## src/hdl/thermal_pkg.sv

```systemverilog
// constants shared by the thermal monitor control block
package thermal_pkg;
  // clock and timing
  localparam int unsigned CLK_HZ              = 10_000_000;
  localparam int unsigned DEBOUNCE_TIME_US    = 10;    // threshold_debounce_time, least time
  localparam int unsigned DEBOUNCE_CYC        = (DEBOUNCE_TIME_US * CLK_HZ + 999_999) / 1_000_000;
  localparam real         SAMPLE_INTERVAL_MS  = 3.0;
  localparam int unsigned SAMPLE_INTERVAL_CYC = $rtoi(SAMPLE_INTERVAL_MS * CLK_HZ / 1000.0);
  localparam int unsigned SAMPLE_WINDOW_US    = 450;
  localparam int unsigned SAMPLE_WINDOW_CYC   = SAMPLE_WINDOW_US * (CLK_HZ / 1_000_000); // product kept inside 32 bits
  // thresholds in degC, index 0 is the lowest
  localparam int unsigned N_THRESH = 6;
  localparam int unsigned N_EVT    = 7;              // six thresholds plus shutdown entry
  localparam logic [N_THRESH-1:0][7:0] THRESH_DEGC = {8'h9B, 8'h8C, 8'h7D, 8'h6E, 8'h5F, 8'h50};
  localparam logic [7:0] THRESH_HYST_DEGC   = 8'h05;
  localparam logic [7:0] SHUTDOWN_DEGC      = 8'hA5; // 165 degC
  localparam logic [7:0] SHUTDOWN_HYST_DEGC = 8'h0A; // shutdown_hysteresis
  // register map, byte addresses
  localparam int unsigned ADDR_W          = 8;
  localparam logic [7:0]  ADDR_CTRL       = 8'h00;
  localparam logic [7:0]  ADDR_SENSE      = 8'h04;
  localparam logic [7:0]  ADDR_IRQ_STATUS = 8'h08;
  localparam logic [7:0]  ADDR_IRQ_CLEAR  = 8'h0C;
  localparam logic [7:0]  ADDR_IRQ_MASK   = 8'h10;
  // fields
  localparam int unsigned CTRL_EN_BIT  = 0;
  localparam int unsigned CTRL_AON_BIT = 1;
  localparam int unsigned SD_BIT       = 6;
  localparam logic [1:0]  CTRL_RESET   = 2'h0;
  localparam logic [6:0]  MASK_RESET   = 7'h7F;
  localparam logic [1:0]  RESP_OKAY    = 2'h0;
  localparam logic [1:0]  RESP_SLVERR  = 2'h2;
endpackage

```

## src/hdl/reg_if.sv

```systemverilog
// register access carrier between the bus slave and the control core
`timescale 1ns/1ns
interface reg_if;
  logic                             wr_en;
  logic [thermal_pkg::ADDR_W-1:0]   wr_addr;
  logic [31:0]                      wr_data;
  logic [3:0]                       wr_strb;
  logic                             wr_err;
  logic [thermal_pkg::ADDR_W-1:0]   rd_addr;
  logic [31:0]                      rd_data;
  logic                             rd_err;
  modport bus  (output wr_en, wr_addr, wr_data, wr_strb, rd_addr, input wr_err, rd_data, rd_err);
  modport regs (input wr_en, wr_addr, wr_data, wr_strb, rd_addr, output wr_err, rd_data, rd_err);
endinterface

```

## src/hdl/thermal_monitor_control.sv

```systemverilog
// thermal monitor control: power gating, threshold sensing, flags and shutdown
// How it works
// each threshold comparison is debounced 10 us in both directions before sense changes.
// sampling mode powers the monitor 450 us every 3.0 ms, evaluating only then.
// in Run, always-on select 1 keeps monitor powered; 0 uses sampling mode.
// monitor enable 0 turns all monitoring off; 1 turns it on.
// in Standby, an enabled monitor only samples, ignoring always-on select.
// a threshold crossing sets that threshold's interrupt flag.
// six thresholds at 80 to 155 degC, each with flag, sense and mask.
// a sense bit releases only once temperature is 5 degC below its threshold.
// shutdown threshold trips shutdown, held until cooled by the shutdown hysteresis.
// flags latch until written 1 to clear; a set mask blocks the interrupt.
//
// Chosen here: the AXI4-Lite interface to the registers and the register offsets.
`timescale 1ns/1ns
module thermal_monitor_control #(
  parameter int unsigned SAMPLE_INTERVAL_CYC = thermal_pkg::SAMPLE_INTERVAL_CYC,
  parameter int unsigned SAMPLE_WINDOW_CYC   = thermal_pkg::SAMPLE_WINDOW_CYC,
  parameter int unsigned DEBOUNCE_CYC        = thermal_pkg::DEBOUNCE_CYC
) (
  input  wire logic                           aclk,
  input  wire logic                           aresetn,
  input  wire logic [thermal_pkg::ADDR_W-1:0] awaddr,
  input  wire logic                           awvalid,
  output logic                                awready,
  input  wire logic [31:0]                    wdata,
  input  wire logic [3:0]                     wstrb,
  input  wire logic                           wvalid,
  output logic                                wready,
  output logic      [1:0]                     bresp,
  output logic                                bvalid,
  input  wire logic                           bready,
  input  wire logic [thermal_pkg::ADDR_W-1:0] araddr,
  input  wire logic                           arvalid,
  output logic                                arready,
  output logic      [31:0]                    rdata,
  output logic      [1:0]                     rresp,
  output logic                                rvalid,
  input  wire logic                           rready,
  input  wire logic                           standby_state,
  input  wire logic [7:0]                     temp_degc,
  output logic                                monitor_power,
  output logic                                thermal_shutdown,
  output logic                                irq
);
  // widths of the threshold set, the event vector and the phase counter
  localparam int unsigned N  = thermal_pkg::N_THRESH;
  localparam int unsigned NE = thermal_pkg::N_EVT;
  localparam int unsigned PW = $clog2(SAMPLE_INTERVAL_CYC);

  // carrier between the bus front end and the registers
  reg_if rif ();

  // bus front end
  axi_lite_slave u_bus (
    .aclk       (aclk),
    .aresetn    (aresetn),
    .awaddr     (awaddr),
    .awvalid    (awvalid),
    .awready    (awready),
    .wdata      (wdata),
    .wstrb      (wstrb),
    .wvalid     (wvalid),
    .wready     (wready),
    .bresp_reg  (bresp),
    .bvalid_reg (bvalid),
    .bready     (bready),
    .araddr     (araddr),
    .arvalid    (arvalid),
    .arready    (arready),
    .rdata_reg  (rdata),
    .rresp_reg  (rresp),
    .rvalid_reg (rvalid),
    .rready     (rready),
    .rif        (rif)
  );

  // trip level: lowered by the hysteresis while the sense is already held
  function automatic logic [7:0] trip_level(input logic [7:0] thr, input logic [7:0] hys, input logic held);
    trip_level = held ? 8'(thr - hys) : thr;
  endfunction

  // control and status registers
  logic [1:0]    ctrl_reg;
  logic [1:0]    ctrl_next;
  logic [NE-1:0] mask_reg;
  logic [NE-1:0] mask_next;
  logic [NE-1:0] flag_reg;
  logic [NE-1:0] flag_next;
  logic          irq_reg;
  logic          irq_next;
  logic [NE-1:0] stable;
  logic [NE-1:0] changed;
  logic [NE-1:0] raw;
  logic [NE-1:0] events;
  logic [NE-1:0] clr_bits;
  logic          wr_ctrl;
  logic          wr_clear;
  logic          wr_mask;
  logic          lane0;
  logic          mon_en;
  logic          aon_run;

  assign mon_en  = ctrl_reg[thermal_pkg::CTRL_EN_BIT];
  // an enabled monitor in standby always samples, whatever the always-on select says
  assign aon_run = ctrl_reg[thermal_pkg::CTRL_AON_BIT] && !standby_state;

  // sampling timer and monitor power
  logic [PW-1:0] phase_reg;
  logic [PW-1:0] phase_next;
  logic          power_reg;
  logic          power_next;

  always_comb begin
    phase_next = phase_reg;
    power_next = 1'b0;
    if (!mon_en) begin
      phase_next = '0;
      power_next = 1'b0;
    end else begin
      phase_next = (phase_reg == PW'(SAMPLE_INTERVAL_CYC - 1)) ? '0 : phase_reg + PW'(1);
      power_next = aon_run || (phase_next < PW'(SAMPLE_WINDOW_CYC));
    end
  end

  // phase and power registers
  always_ff @(posedge aclk) begin
    if (!aresetn) begin
      phase_reg <= '0;
      power_reg <= 1'b0;
    end else begin
      phase_reg <= phase_next;
      power_reg <= power_next;
    end
  end

  // power output straight from its register, no glitches on the analog enable
  assign monitor_power = power_reg;

  // raw comparisons; the held level gives the falling hysteresis
  always_comb begin
    for (int i = 0; i < N; i++) begin
      raw[i] = temp_degc >= trip_level(thermal_pkg::THRESH_DEGC[i], thermal_pkg::THRESH_HYST_DEGC, stable[i]);
    end
    raw[thermal_pkg::SD_BIT] = temp_degc >= trip_level(thermal_pkg::SHUTDOWN_DEGC,
                                 thermal_pkg::SHUTDOWN_HYST_DEGC, stable[thermal_pkg::SD_BIT]);
  end

  // evaluation only while powered, so sampling gaps freeze the senses
  threshold_debounce #(
    .W   (NE),
    .CYC (DEBOUNCE_CYC)
  ) u_debounce (
    .aclk        (aclk),
    .aresetn     (aresetn),
    .active      (power_reg),
    .raw         (raw),
    .stable_reg  (stable),
    .changed_reg (changed)
  );

  // shutdown holds until the cooled level is debounced; nothing here is gated by it
  assign thermal_shutdown = stable[thermal_pkg::SD_BIT];

  // events: any threshold crossing, and entry into shutdown
  assign events = {changed[thermal_pkg::SD_BIT] && stable[thermal_pkg::SD_BIT], changed[N-1:0]};

  // register writes, byte lane 0 only carries bits
  assign lane0    = rif.wr_strb[0];
  assign wr_ctrl  = rif.wr_en && lane0 && rif.wr_addr == thermal_pkg::ADDR_CTRL;
  assign wr_clear = rif.wr_en && lane0 && rif.wr_addr == thermal_pkg::ADDR_IRQ_CLEAR;
  assign wr_mask  = rif.wr_en && lane0 && rif.wr_addr == thermal_pkg::ADDR_IRQ_MASK;
  assign clr_bits = wr_clear ? rif.wr_data[NE-1:0] : '0;

  always_comb begin
    ctrl_next = wr_ctrl ? rif.wr_data[1:0] : ctrl_reg;
    mask_next = wr_mask ? rif.wr_data[NE-1:0] : mask_reg;
    // a new event beats a clear in the same cycle
    flag_next = (flag_reg & ~clr_bits) | events;
    irq_next  = |(flag_next & ~mask_next);
  end

  // register state; mask resets all ones so nothing interrupts before setup
  always_ff @(posedge aclk) begin
    if (!aresetn) begin
      ctrl_reg <= thermal_pkg::CTRL_RESET;
      mask_reg <= thermal_pkg::MASK_RESET;
      flag_reg <= '0;
      irq_reg  <= 1'b0;
    end else begin
      ctrl_reg <= ctrl_next;
      mask_reg <= mask_next;
      flag_reg <= flag_next;
      irq_reg  <= irq_next;
    end
  end

  // interrupt straight from its register
  assign irq = irq_reg;

  // read decode; the clear register reads as zero, unmapped answers an error
  always_comb begin
    rif.rd_data = '0;
    rif.rd_err  = 1'b0;
    unique case (rif.rd_addr)
      thermal_pkg::ADDR_CTRL:       rif.rd_data = {30'h0000_0000, ctrl_reg};
      thermal_pkg::ADDR_SENSE:      rif.rd_data = {25'h000_0000, stable};
      thermal_pkg::ADDR_IRQ_STATUS: rif.rd_data = {25'h000_0000, flag_reg};
      thermal_pkg::ADDR_IRQ_CLEAR:  rif.rd_data = '0;
      thermal_pkg::ADDR_IRQ_MASK:   rif.rd_data = {25'h000_0000, mask_reg};
      default:                      rif.rd_err  = 1'b1;
    endcase
  end

  // writes outside the map answer an error
  assign rif.wr_err = !(rif.wr_addr inside {thermal_pkg::ADDR_CTRL, thermal_pkg::ADDR_SENSE,
                        thermal_pkg::ADDR_IRQ_STATUS, thermal_pkg::ADDR_IRQ_CLEAR, thermal_pkg::ADDR_IRQ_MASK});

  // helper: length of the current powered stretch in sampling mode
  logic [15:0] on_cnt_reg;
  logic [15:0] on_cnt_next;
  always_comb begin
    on_cnt_next = (!power_reg || aon_run) ? 16'h0000 : on_cnt_reg + 16'h0001;
  end

  // next value kept apart from the register
  always_ff @(posedge aclk) begin
    if (!aresetn) begin
      on_cnt_reg <= '0;
    end else begin
      on_cnt_reg <= on_cnt_next;
    end
  end

  // power gating checks
  AST_DISABLED_OFF: assert property (@(posedge aclk) disable iff (!aresetn)
    !mon_en |=> !monitor_power)
    else $error("monitor powered while disabled");

  AST_RUN_ALWAYS_ON: assert property (@(posedge aclk) disable iff (!aresetn)
    (mon_en && aon_run) |=> monitor_power)
    else $error("always-on run mode left the monitor unpowered");

  AST_STANDBY_SAMPLES: assert property (@(posedge aclk) disable iff (!aresetn)
    (mon_en && standby_state && phase_reg == PW'(SAMPLE_WINDOW_CYC - 1)) |=> !monitor_power)
    else $error("standby kept the monitor on past the sample window");

  AST_WINDOW_LENGTH: assert property (@(posedge aclk) disable iff (!aresetn)
    monitor_power |-> on_cnt_reg < 16'(SAMPLE_WINDOW_CYC))
    else $error("sampling window exceeded its length");

  AST_SAMPLING_ON: assert property (@(posedge aclk) disable iff (!aresetn)
    (mon_en && !aon_run && phase_reg < PW'(SAMPLE_WINDOW_CYC - 1)) |=> monitor_power)
    else $error("sampling window left the monitor unpowered");

  AST_STANDBY_GAP: assert property (@(posedge aclk) disable iff (!aresetn)
    (mon_en && standby_state && phase_reg >= PW'(SAMPLE_WINDOW_CYC - 1)
      && phase_reg < PW'(SAMPLE_INTERVAL_CYC - 1)) |=> !monitor_power)
    else $error("standby powered the monitor between windows");

  AST_FROZEN_OFF: assert property (@(posedge aclk) disable iff (!aresetn)
    !monitor_power |=> $stable(stable))
    else $error("sense moved while the monitor was unpowered");

  AST_EVAL_IN_WINDOW: assert property (@(posedge aclk) disable iff (!aresetn)
    !monitor_power |=> changed == '0)
    else $error("threshold evaluated outside the window");

  // flag and interrupt checks
  AST_FLAG_ON_CROSS: assert property (@(posedge aclk) disable iff (!aresetn)
    (|changed[N-1:0]) |=> (flag_reg[N-1:0] & $past(changed[N-1:0])) == $past(changed[N-1:0]))
    else $error("crossing did not set its flag");

  AST_FLAG_STICKY: assert property (@(posedge aclk) disable iff (!aresetn)
    !wr_clear |=> (flag_reg & $past(flag_reg)) == $past(flag_reg))
    else $error("flag dropped without a clear write");

  AST_IRQ_MASKED: assert property (@(posedge aclk) disable iff (!aresetn)
    irq |-> |(flag_reg & ~mask_reg))
    else $error("interrupt raised by masked or empty flags");

  AST_IRQ_RAISED: assert property (@(posedge aclk) disable iff (!aresetn)
    |(flag_reg & ~mask_reg) |-> irq)
    else $error("unmasked flag did not raise the interrupt");

  AST_CLEAR_WORKS: assert property (@(posedge aclk) disable iff (!aresetn)
    (wr_clear && events == '0) |=> (flag_reg & $past(clr_bits)) == '0)
    else $error("clear write left a flag set");

  AST_SD_FLAG: assert property (@(posedge aclk) disable iff (!aresetn)
    $rose(thermal_shutdown) |=> flag_reg[thermal_pkg::SD_BIT])
    else $error("shutdown entry did not set its flag");

  // shutdown and sense checks
  AST_SD_RELEASE: assert property (@(posedge aclk) disable iff (!aresetn)
    $fell(thermal_shutdown) |-> $past(temp_degc) < 8'(thermal_pkg::SHUTDOWN_DEGC - thermal_pkg::SHUTDOWN_HYST_DEGC))
    else $error("shutdown released before cooling by the hysteresis");

  for (genvar g = 0; g < N; g++) begin : g_sense_chk
    AST_SENSE_RISE: assert property (@(posedge aclk) disable iff (!aresetn)
      $rose(stable[g]) |-> $past(temp_degc) >= thermal_pkg::THRESH_DEGC[g])
      else $error("sense set below its threshold");
    AST_SENSE_FALL: assert property (@(posedge aclk) disable iff (!aresetn)
      $fell(stable[g]) |-> $past(temp_degc) < 8'(thermal_pkg::THRESH_DEGC[g] - thermal_pkg::THRESH_HYST_DEGC))
      else $error("sense released inside the hysteresis band");
  end
endmodule // thermal_monitor_control

```

## src/hdl/threshold_debounce.sv

```systemverilog
// per-bit debounce, both directions, counting only while active
`timescale 1ns/1ns
module threshold_debounce #(
  parameter int unsigned W   = 7,
  parameter int unsigned CYC = thermal_pkg::DEBOUNCE_CYC
) (
  input  wire logic         aclk,
  input  wire logic         aresetn,
  input  wire logic         active,
  input  wire logic [W-1:0] raw,
  output logic      [W-1:0] stable_reg,
  output logic      [W-1:0] changed_reg
);
  localparam int unsigned CW = $clog2(CYC + 1);
  logic [W-1:0][CW-1:0] cnt_reg;
  logic [W-1:0][CW-1:0] cnt_next;
  logic [W-1:0]         stable_next;
  logic [W-1:0]         changed_next;

  // count disagreeing cycles; a glitch restarts the count
  always_comb begin
    cnt_next     = cnt_reg;
    stable_next  = stable_reg;
    changed_next = '0;
    for (int i = 0; i < W; i++) begin
      if (!active || raw[i] == stable_reg[i]) begin
        cnt_next[i] = '0;
      end else if (cnt_reg[i] == CW'(CYC - 1)) begin
        cnt_next[i]     = '0;
        stable_next[i]  = raw[i];
        changed_next[i] = 1'b1;
      end else begin
        cnt_next[i] = cnt_reg[i] + CW'(1);
      end
    end
  end

  always_ff @(posedge aclk) begin
    if (!aresetn) begin
      cnt_reg     <= '0;
      stable_reg  <= '0;
      changed_reg <= '0;
    end else begin
      cnt_reg     <= cnt_next;
      stable_reg  <= stable_next;
      changed_reg <= changed_next;
    end
  end

  // helper: streak of active disagreement for bit 0
  logic [15:0] streak_reg;
  always_ff @(posedge aclk) begin
    if (!aresetn || !active || raw[0] == stable_reg[0]) begin
      streak_reg <= '0;
    end else begin
      streak_reg <= streak_reg + 16'h0001;
    end
  end

  AST_DEBOUNCE_FULL: assert property (@(posedge aclk) disable iff (!aresetn)
    $changed(stable_reg[0]) |-> $past(streak_reg) == 16'(CYC - 1))
    else $error("sense bit changed before full debounce time");
endmodule // threshold_debounce

```

## src/hdl/axi_lite_slave.sv

```systemverilog
// axi4-lite slave front end, one write and one read in flight
`timescale 1ns/1ns
module axi_lite_slave (
  input  wire logic                           aclk,
  input  wire logic                           aresetn,
  input  wire logic [thermal_pkg::ADDR_W-1:0] awaddr,
  input  wire logic                           awvalid,
  output logic                                awready,
  input  wire logic [31:0]                    wdata,
  input  wire logic [3:0]                     wstrb,
  input  wire logic                           wvalid,
  output logic                                wready,
  output logic      [1:0]                     bresp_reg,
  output logic                                bvalid_reg,
  input  wire logic                           bready,
  input  wire logic [thermal_pkg::ADDR_W-1:0] araddr,
  input  wire logic                           arvalid,
  output logic                                arready,
  output logic      [31:0]                    rdata_reg,
  output logic      [1:0]                     rresp_reg,
  output logic                                rvalid_reg,
  input  wire logic                           rready,
  reg_if.bus                                  rif
);
  logic                           aw_hold_reg, aw_hold_next, w_hold_reg, w_hold_next;
  logic [thermal_pkg::ADDR_W-1:0] awaddr_reg, awaddr_next;
  logic [31:0]                    wdata_reg, wdata_next;
  logic [3:0]                     wstrb_reg, wstrb_next;
  logic [1:0]                     bresp_next, rresp_next;
  logic                           bvalid_next, rvalid_next;
  logic [31:0]                    rdata_next;

  // address and data may arrive in either order
  assign awready     = !aw_hold_reg && !bvalid_reg;
  assign wready      = !w_hold_reg && !bvalid_reg;
  assign arready     = !rvalid_reg;
  assign rif.wr_en   = aw_hold_reg && w_hold_reg && !bvalid_reg;
  assign rif.wr_addr = awaddr_reg;
  assign rif.wr_data = wdata_reg;
  assign rif.wr_strb = wstrb_reg;
  assign rif.rd_addr = araddr;

  always_comb begin
    aw_hold_next = aw_hold_reg;
    w_hold_next  = w_hold_reg;
    awaddr_next  = awaddr_reg;
    wdata_next   = wdata_reg;
    wstrb_next   = wstrb_reg;
    bvalid_next  = bvalid_reg;
    bresp_next   = bresp_reg;
    rvalid_next  = rvalid_reg;
    rresp_next   = rresp_reg;
    rdata_next   = rdata_reg;
    if (awvalid && awready) begin
      aw_hold_next = 1'b1;
      awaddr_next  = awaddr;
    end
    if (wvalid && wready) begin
      w_hold_next = 1'b1;
      wdata_next  = wdata;
      wstrb_next  = wstrb;
    end
    if (rif.wr_en) begin
      aw_hold_next = 1'b0;
      w_hold_next  = 1'b0;
      bvalid_next  = 1'b1;
      bresp_next   = rif.wr_err ? thermal_pkg::RESP_SLVERR : thermal_pkg::RESP_OKAY;
    end else if (bvalid_reg && bready) begin
      bvalid_next = 1'b0;
    end
    if (arvalid && arready) begin
      rvalid_next = 1'b1;
      rdata_next  = rif.rd_data;
      rresp_next  = rif.rd_err ? thermal_pkg::RESP_SLVERR : thermal_pkg::RESP_OKAY;
    end else if (rvalid_reg && rready) begin
      rvalid_next = 1'b0;
    end
  end

  always_ff @(posedge aclk) begin
    if (!aresetn) begin
      aw_hold_reg <= 1'b0;
      w_hold_reg  <= 1'b0;
      awaddr_reg  <= '0;
      wdata_reg   <= '0;
      wstrb_reg   <= '0;
      bvalid_reg  <= 1'b0;
      bresp_reg   <= thermal_pkg::RESP_OKAY;
      rvalid_reg  <= 1'b0;
      rresp_reg   <= thermal_pkg::RESP_OKAY;
      rdata_reg   <= '0;
    end else begin
      aw_hold_reg <= aw_hold_next;
      w_hold_reg  <= w_hold_next;
      awaddr_reg  <= awaddr_next;
      wdata_reg   <= wdata_next;
      wstrb_reg   <= wstrb_next;
      bvalid_reg  <= bvalid_next;
      bresp_reg   <= bresp_next;
      rvalid_reg  <= rvalid_next;
      rresp_reg   <= rresp_next;
      rdata_reg   <= rdata_next;
    end
  end
endmodule // axi_lite_slave

```

## config.mk

```make
export PLATFORM = sky130hd
export DESIGN_NAME = thermal_monitor_control
export DESIGN_NICKNAME = d
export VERILOG_FILES = /design/src/hdl/thermal_pkg.sv /design/src/hdl/reg_if.sv /design/src/hdl/thermal_monitor_control.sv /design/src/hdl/threshold_debounce.sv /design/src/hdl/axi_lite_slave.sv
export SDC_FILE = /design/constraint.sdc
export NUM_CORES = 1
export LEC_CHECK = 0
export BUFFER_PORTS_ARGS = -buffer_cell sky130_fd_sc_hd__buf_2
export CAP_MARGIN = 0
export CORE_MARGIN = 2
export CORE_UTILIZATION = 35
export DETAILED_ROUTE_END_ITERATION = 16
export PLACE_DENSITY_LB_ADDON = 0.15
export SLEW_MARGIN = 20
export SYNTH_ARGS = -nofsm -noshare
export SYNTH_HDL_FRONTEND = slang
export SYNTH_SLANG_ARGS = --single-unit
export TNS_END_PERCENT = 100
```

## constraint.sdc

```tcl
create_clock -name aclk -period 3.3 [get_ports aclk]
set_clock_uncertainty 0.1 [all_clocks]
set_input_delay 0.99 -clock aclk [delete_from_list [all_inputs] [get_ports aclk]]
set_output_delay 0.99 -clock aclk [all_outputs]
set_load 0.02 [all_outputs]
```

Yosys cells after proc, flatten, opt, wreduce, memory -nomap -nowiden
Index checks and enable logic that the tools add are counted.
{"block": "totals", "register_bits": 152, "inputBits": 68, "out_inout_bits": 44, "elab_cells": 172}
{"block": "classes", "add_sub_neg": 8, "n_lt_le_gt_ge": 8, "eq_ne": 23, "muxes": 24, "bitwise_logic": 13, "n_reduce_logical": 59}
{"cell": "$add A7 B1 Y7 const B", "n": 7}
{"cell": "$eq A7 B7 Y1 const B", "n": 7}
{"cell": "$eq A8 B4 Y1 const B", "n": 4}
{"cell": "$ge A8 B7 Y1", "n": 4}
{"cell": "$pmux W7 S4", "n": 1}
{"cell": "$ge A8 B8 Y1", "n": 3}
{"cell": "$reduce_or A3 Y1", "n": 7}
{"cell": "$eq A8 B3 Y1 const B", "n": 2}
{"cell": "$eq A8 B5 Y1 const B", "n": 2}
{"cell": "$logic_not A8 Y1", "n": 2}
{"cell": "$reduce_and A2 Y1", "n": 8}
{"cell": "$reduce_or A2 Y1", "n": 8}
{"cell": "$add A15 B1 Y15 const B", "n": 1}
{"cell": "$eq A15 B15 Y1 const B", "n": 1}
{"cell": "$logic_and A1 B1 Y1", "n": 15}
{"cell": "$lt A15 B13 Y1 const B", "n": 1}
{"cell": "$mux W15", "n": 1}
{"cell": "$and A7 B7 Y7", "n": 2}
{"cell": "$mux W7", "n": 2}
{"cell": "$not A7 Y7", "n": 2}
{"cell": "$mux W1", "n": 11}
{"cell": "$mux W3", "n": 3}
{"cell": "$logic_or A1 B1 Y1", "n": 8}
{"cell": "$mux W4", "n": 2}
{"cell": "11 further kinds", "n": 31}

Logic depth before layout (Yosys ltp)
{"block": "logic_depth", "word_depth": 10, "mapped_depth": 8, "ltp_nobuf": 8}

Cells and area by module
A second synthesis with hierarchy kept.
{"block": "unflattened", "cells_unflattened": 972, "hier_area_um2": 8132.8}
{"mod": "axi_lite_slave", "instances": 1, "cells_per_inst": 375, "area_each_um2": 3128.0, "seq_area_each_um2": 1641.6}
{"mod": "threshold_debounce", "instances": 1, "cells_per_inst": 281, "area_each_um2": 2603.7, "seq_area_each_um2": 1261.2}
{"mod": "thermal_monitor_control", "instances": 1, "cells_per_inst": 316, "area_each_um2": 2401.1, "seq_area_each_um2": 660.6}

Worst setup path before layout
Ideal clock, no wire load.
{"block": "synth_timing", "kind": "input port to flip-flop", "from": "input temp_degc[0]", "to": "register u_debounce.cnt_reg[35] (netlist name)", "setup_time_ns": 0.071, "arrival_time_ns": 2.760, "t_required_ns": 3.129, "slack_ns": 0.369, "path_stages": 8, "n_path_buf": 0, "cell_sequence": "inv_1 > ha_1 > nand2b_1 > a31o_1 > a21o_1 > a211o_1 > a2111o_1 > a21oi_1"}
{"block": "synth_via", "elab_chain_cells": 4}
{"item": "from (decl)", "line": "thermal_monitor_control.sv:41", "rtl": "input wire logic [7:0] temp_degc,"}
{"item": "$ge A8 B8 Y1", "line": "thermal_monitor_control.sv:143", "rtl": "raw[i] = temp_degc >= trip_level(thermal_pkg::THRESH_DEGC[i], thermal_pkg::THRESH_HYST_DEGC, stable[i]);"}
{"item": "$eq A1 B1 Y1", "line": "threshold_debounce.sv:26", "rtl": "if (!active || raw[i] == stable_reg[i]) begin"}
{"item": "$logic_or A1 B1 Y1", "line": "threshold_debounce.sv:26"}
{"item": "$reduce_or A3 Y1 (no line)"}
{"item": "to (signal assigned)", "line": "threshold_debounce.sv:44", "rtl": "cnt_reg <= cnt_next;"}
{"item": "to (decl)", "line": "threshold_debounce.sv:15", "rtl": "logic [W-1:0][CW-1:0] cnt_reg;"}
No other way between the ends.
A chain may end at the register's enable or synchronous reset.

Final worst setup path
{"block": "layout_timing", "from": "input temp_degc[0]", "to": "register u_debounce.cnt_reg[5] (netlist name)"}
{"block": "layout_via", "elab_chain_cells": 4}
{"item": "$ge A8 B7 Y1", "line": "thermal_monitor_control.sv:143"}
{"item": "$eq A1 B1 Y1", "line": "threshold_debounce.sv:26"}
{"item": "$logic_or A1 B1 Y1", "line": "threshold_debounce.sv:26"}
{"item": "$reduce_or A3 Y1 (no line)"}
No other way between the ends.

==> key figures <==
Run status
  – Status: complete, no violations

STA
  – Unrepaired setup endpoints after global routing: no
  – Final Hold Fails: 0
  – Slew margin rel.: 0.554
  – Crit path time final: 2.75 ns
  – Final setup fails: 0
  – Fin. max-slew vios: 0
  – Setup_tns: 0 ns
  – Setup slack after layout: 0.553 ns
  – Fmax: 364 MHz
  – Least-Margin Pin Slew: 0.665 ns
  – Final cycle utilization of the critical path: 0.832

Global route
  – GRT Util Overall: 0.162
  – Initial antenna violation count: 0
  – GRT met1 Usage: 0.202
  – Met3 usage: 0.0390
  – Largest net degree at the start of global routing: 43
  – Routing usage on met2: 0.275
  – Grt peak-use layer: met2
  – Grt total ovfl: 0
  – First-pass GRT wire length: 25.8 mm
  – Vias in the first global route: 5,365

Clock tree
  – Clock Pin Slew Worst Setup and Hold Paths: 0.05 ns
  – Setup bufs post-CTS: 0
  – Total CTS buffers: 17
  – Post_cts resized: 0
  – CTS tree: yes
  – H-tree Lvls: 4
  – Clk buf depth: 2
  – # hold bufs at CTS: 0
  – Root buf cell: clkbuf_16
  – CTS Sinks: 125
  – Worst-Skew Late Latency: 0.42 ns

Detailed routing
  – Via density: 5.20
  – Iter 0 DRT Violations: 275
  – Final wirelength: 15.3 mm
  – Vias: 5,479
  – DRT Pass-1 Iters: 5
  – Antenna viol nets, final: 0
  – Avg WL per Cell: 14.5 um
  – Drt drc: 0

Final layout
  – ANT cells: 0
  – Number of flip-flops in the largest register: 49
  – Synthesis-to-finish area growth: 16.0%
  – Nets@finish: 910
  – Final Util: 0.417
  – Final instance area: 7540 sq um
  – Fraction of layout cells with a size suffix above 1: 0.148

Flow run
  – Max-cap violations: 0

Place
  – DP Area: 6930 sq um
  – Detail Placement HPWL: 11.1 mm
  – Gp weighted congestion: 0.825
  – Pre-CTS setup slack: 0.0974 ns
  – Port Buffers: 56

Setup path
  – Reg2Reg Depth: 8
  – Crit path required time: 3.49 ns
  – CP Max Fanout: 8
  – Worst Path Arrival: 2.93 ns
  – Startpoint types: input pin
  – Worst Setup End Kind: flop
  – CP Class: input pin to flop

Logic synthesis
  – Top-count cell post-synth: dfxtp_1
  – Yosys top cell area share: 0.385
  – Ys flop type: dfxtp_1
  – Synth cell types: 71
  – Yosys top cell by area: dfxtp_1
  – Avg Cell Area, Syn: 8.62 sq um
  – Mapped cell area: 6500 sq um
  – EDFF count, synth: 0
  – Seq cells post-synth: 125
  – Top cells by area, synth: dfxtp_1 (38%), ha_1 (5.8%), nand2_1 (4.9%)
  – Async SR Flop Fraction: 0
  – Seq/Total Area, Yosys: 0.385
  – Synth cell count leaders: dfxtp_1 (125), nand2_1 (84), nor2_1 (73), a21oi_1 (43), nand3_1 (36)
  – Synth warn: 0
  – Gate Count Post-Synth: 754

Power and ir drop
  – VDD IR-drop max: 0.290 mV
  – Total power: 0.00370 W
  – Power Dens Cells: 491 nW/um^2
  – Pleak: 2.82 nW

Die
  – Die X: 140 um
  – Die height: 140 um
  – Row count: 49
  – Initial Utilization: 0.359
  – Ports: 112
  – Die footprint: 19,700 sq um
  – Core box area: 18,100 sq um

Hold path
  – HP Class: flop to flop
  – Hold Path Depth: 1
## placed cells by master, fill, tap and decap left out, types with 4 or more instances in the layout
cell and n:
dfxtp_1 125, nand2_1 84, nor2_1 73, buf_2 56
a21oi_1 43, nand3_1 36, nor3_1 32, xnor2_1 32
ha_1 30, conb_1 27, inv_1 23, xor2_1 18
o21ai_0 17, clkbuf_16 17, nor4_1 16, mux2i_1 15
and3_1 14, buf_4 12, and2_1 9, a31oi_1 9
mux2_2 9, nand2b_1 8, a211oi_1 7, or3_1 6
a21o_1 6, nand4b_1 5, a222oi_1 5, a2bb2oi_1 5
nand4_1 4, nand3b_1 4, nor4b_1 4, clkinv_2 4
bufinv_16 4
## layer usage
metal | vias up | share of wire | routed length, um
met5 | - | 0 | 0
met3 | 22 | 0.036 | 555
met2 | 105 | 0.49 | 7530
met1 | 2604 | 0.45 | 6950
li1 | 2748 | - | -
met4 | 0 | 0.016 | 244
## worst paths after layout
kind,slack [ns],end,startpoint
min reg2reg,0.34,u_debounce.cnt_reg[21],u_debounce.cnt_reg[21]
max,0.55,u_debounce.cnt_reg[5],temp_degc[0]
min,0.34,u_debounce.cnt_reg[21],u_debounce.cnt_reg[21]
max reg2reg,0.70,u_debounce.cnt_reg[41],u_debounce.stable_reg[5]
## metrics by stage
| step | cells | hold slack (ns) |
|---|---|---|
| 2_1_floorplan | 780 | 0.310 |
| 3_3_place_gp | 1022 | 0.324 |
| 3_5_place_dp | 1022 | 0.334 |
| 4_1_cts | 1053 | 0.342 |
| 5_1_grt | 1053 | 0.359 |
| 6_report | 1053 | 0.339 |
## kinds of logic (layout without fill, tap and decap cells)
logic type | count (synthesis) | after routing | share of synthesized area
and+or+nand+nor | 318 | 318 | 0.256
DFF | 125 | 125 | 0.385
buffers and inverters | 79 | 123 | 0.0633
xor gates and xnor gates | 51 | 51 | 0.0699
muxes | 24 | 24 | 0.0387
AOI/OAI and AO/OA | 125 | 125 | 0.127
adders and majority gates | 31 | 31 | 0.0593
other | 1 | 27 | 0.000577
## where the power goes
part / internal [W] / switching, W
sequential: 0.00153 / 0.0000231
combinational: 0.0000733 / 0.000143
clock: 0.00125 / 0.000677
total: 0.00285 / 0.000843
## critical path, cell delays in order
cell and delay (ns):
buf_2 0.10, inv_1 0.10, ha_1 0.24, nand2b_1 0.14, a211o_1 0.28, a2111oi_0 0.38, o21ai_1 0.22, xnor2_2 0.37
nor3_1 0.11
## area by class of cell
| cell class | instances | area, sq um |
|---|---|---|
| fillers | 1788 | 10500 |
| flip-flops and latches | 125 | 2500 |
| inverters | 24 | 90.1 |
| multi-input cells | 576 | 3680 |
| repair buffers | 68 | 370 |
| clock buffers | 19 | 433 |
| well taps | 229 | 287 |
| clock inverters | 12 | 171 |
Power figures use the tool's default switching activity.
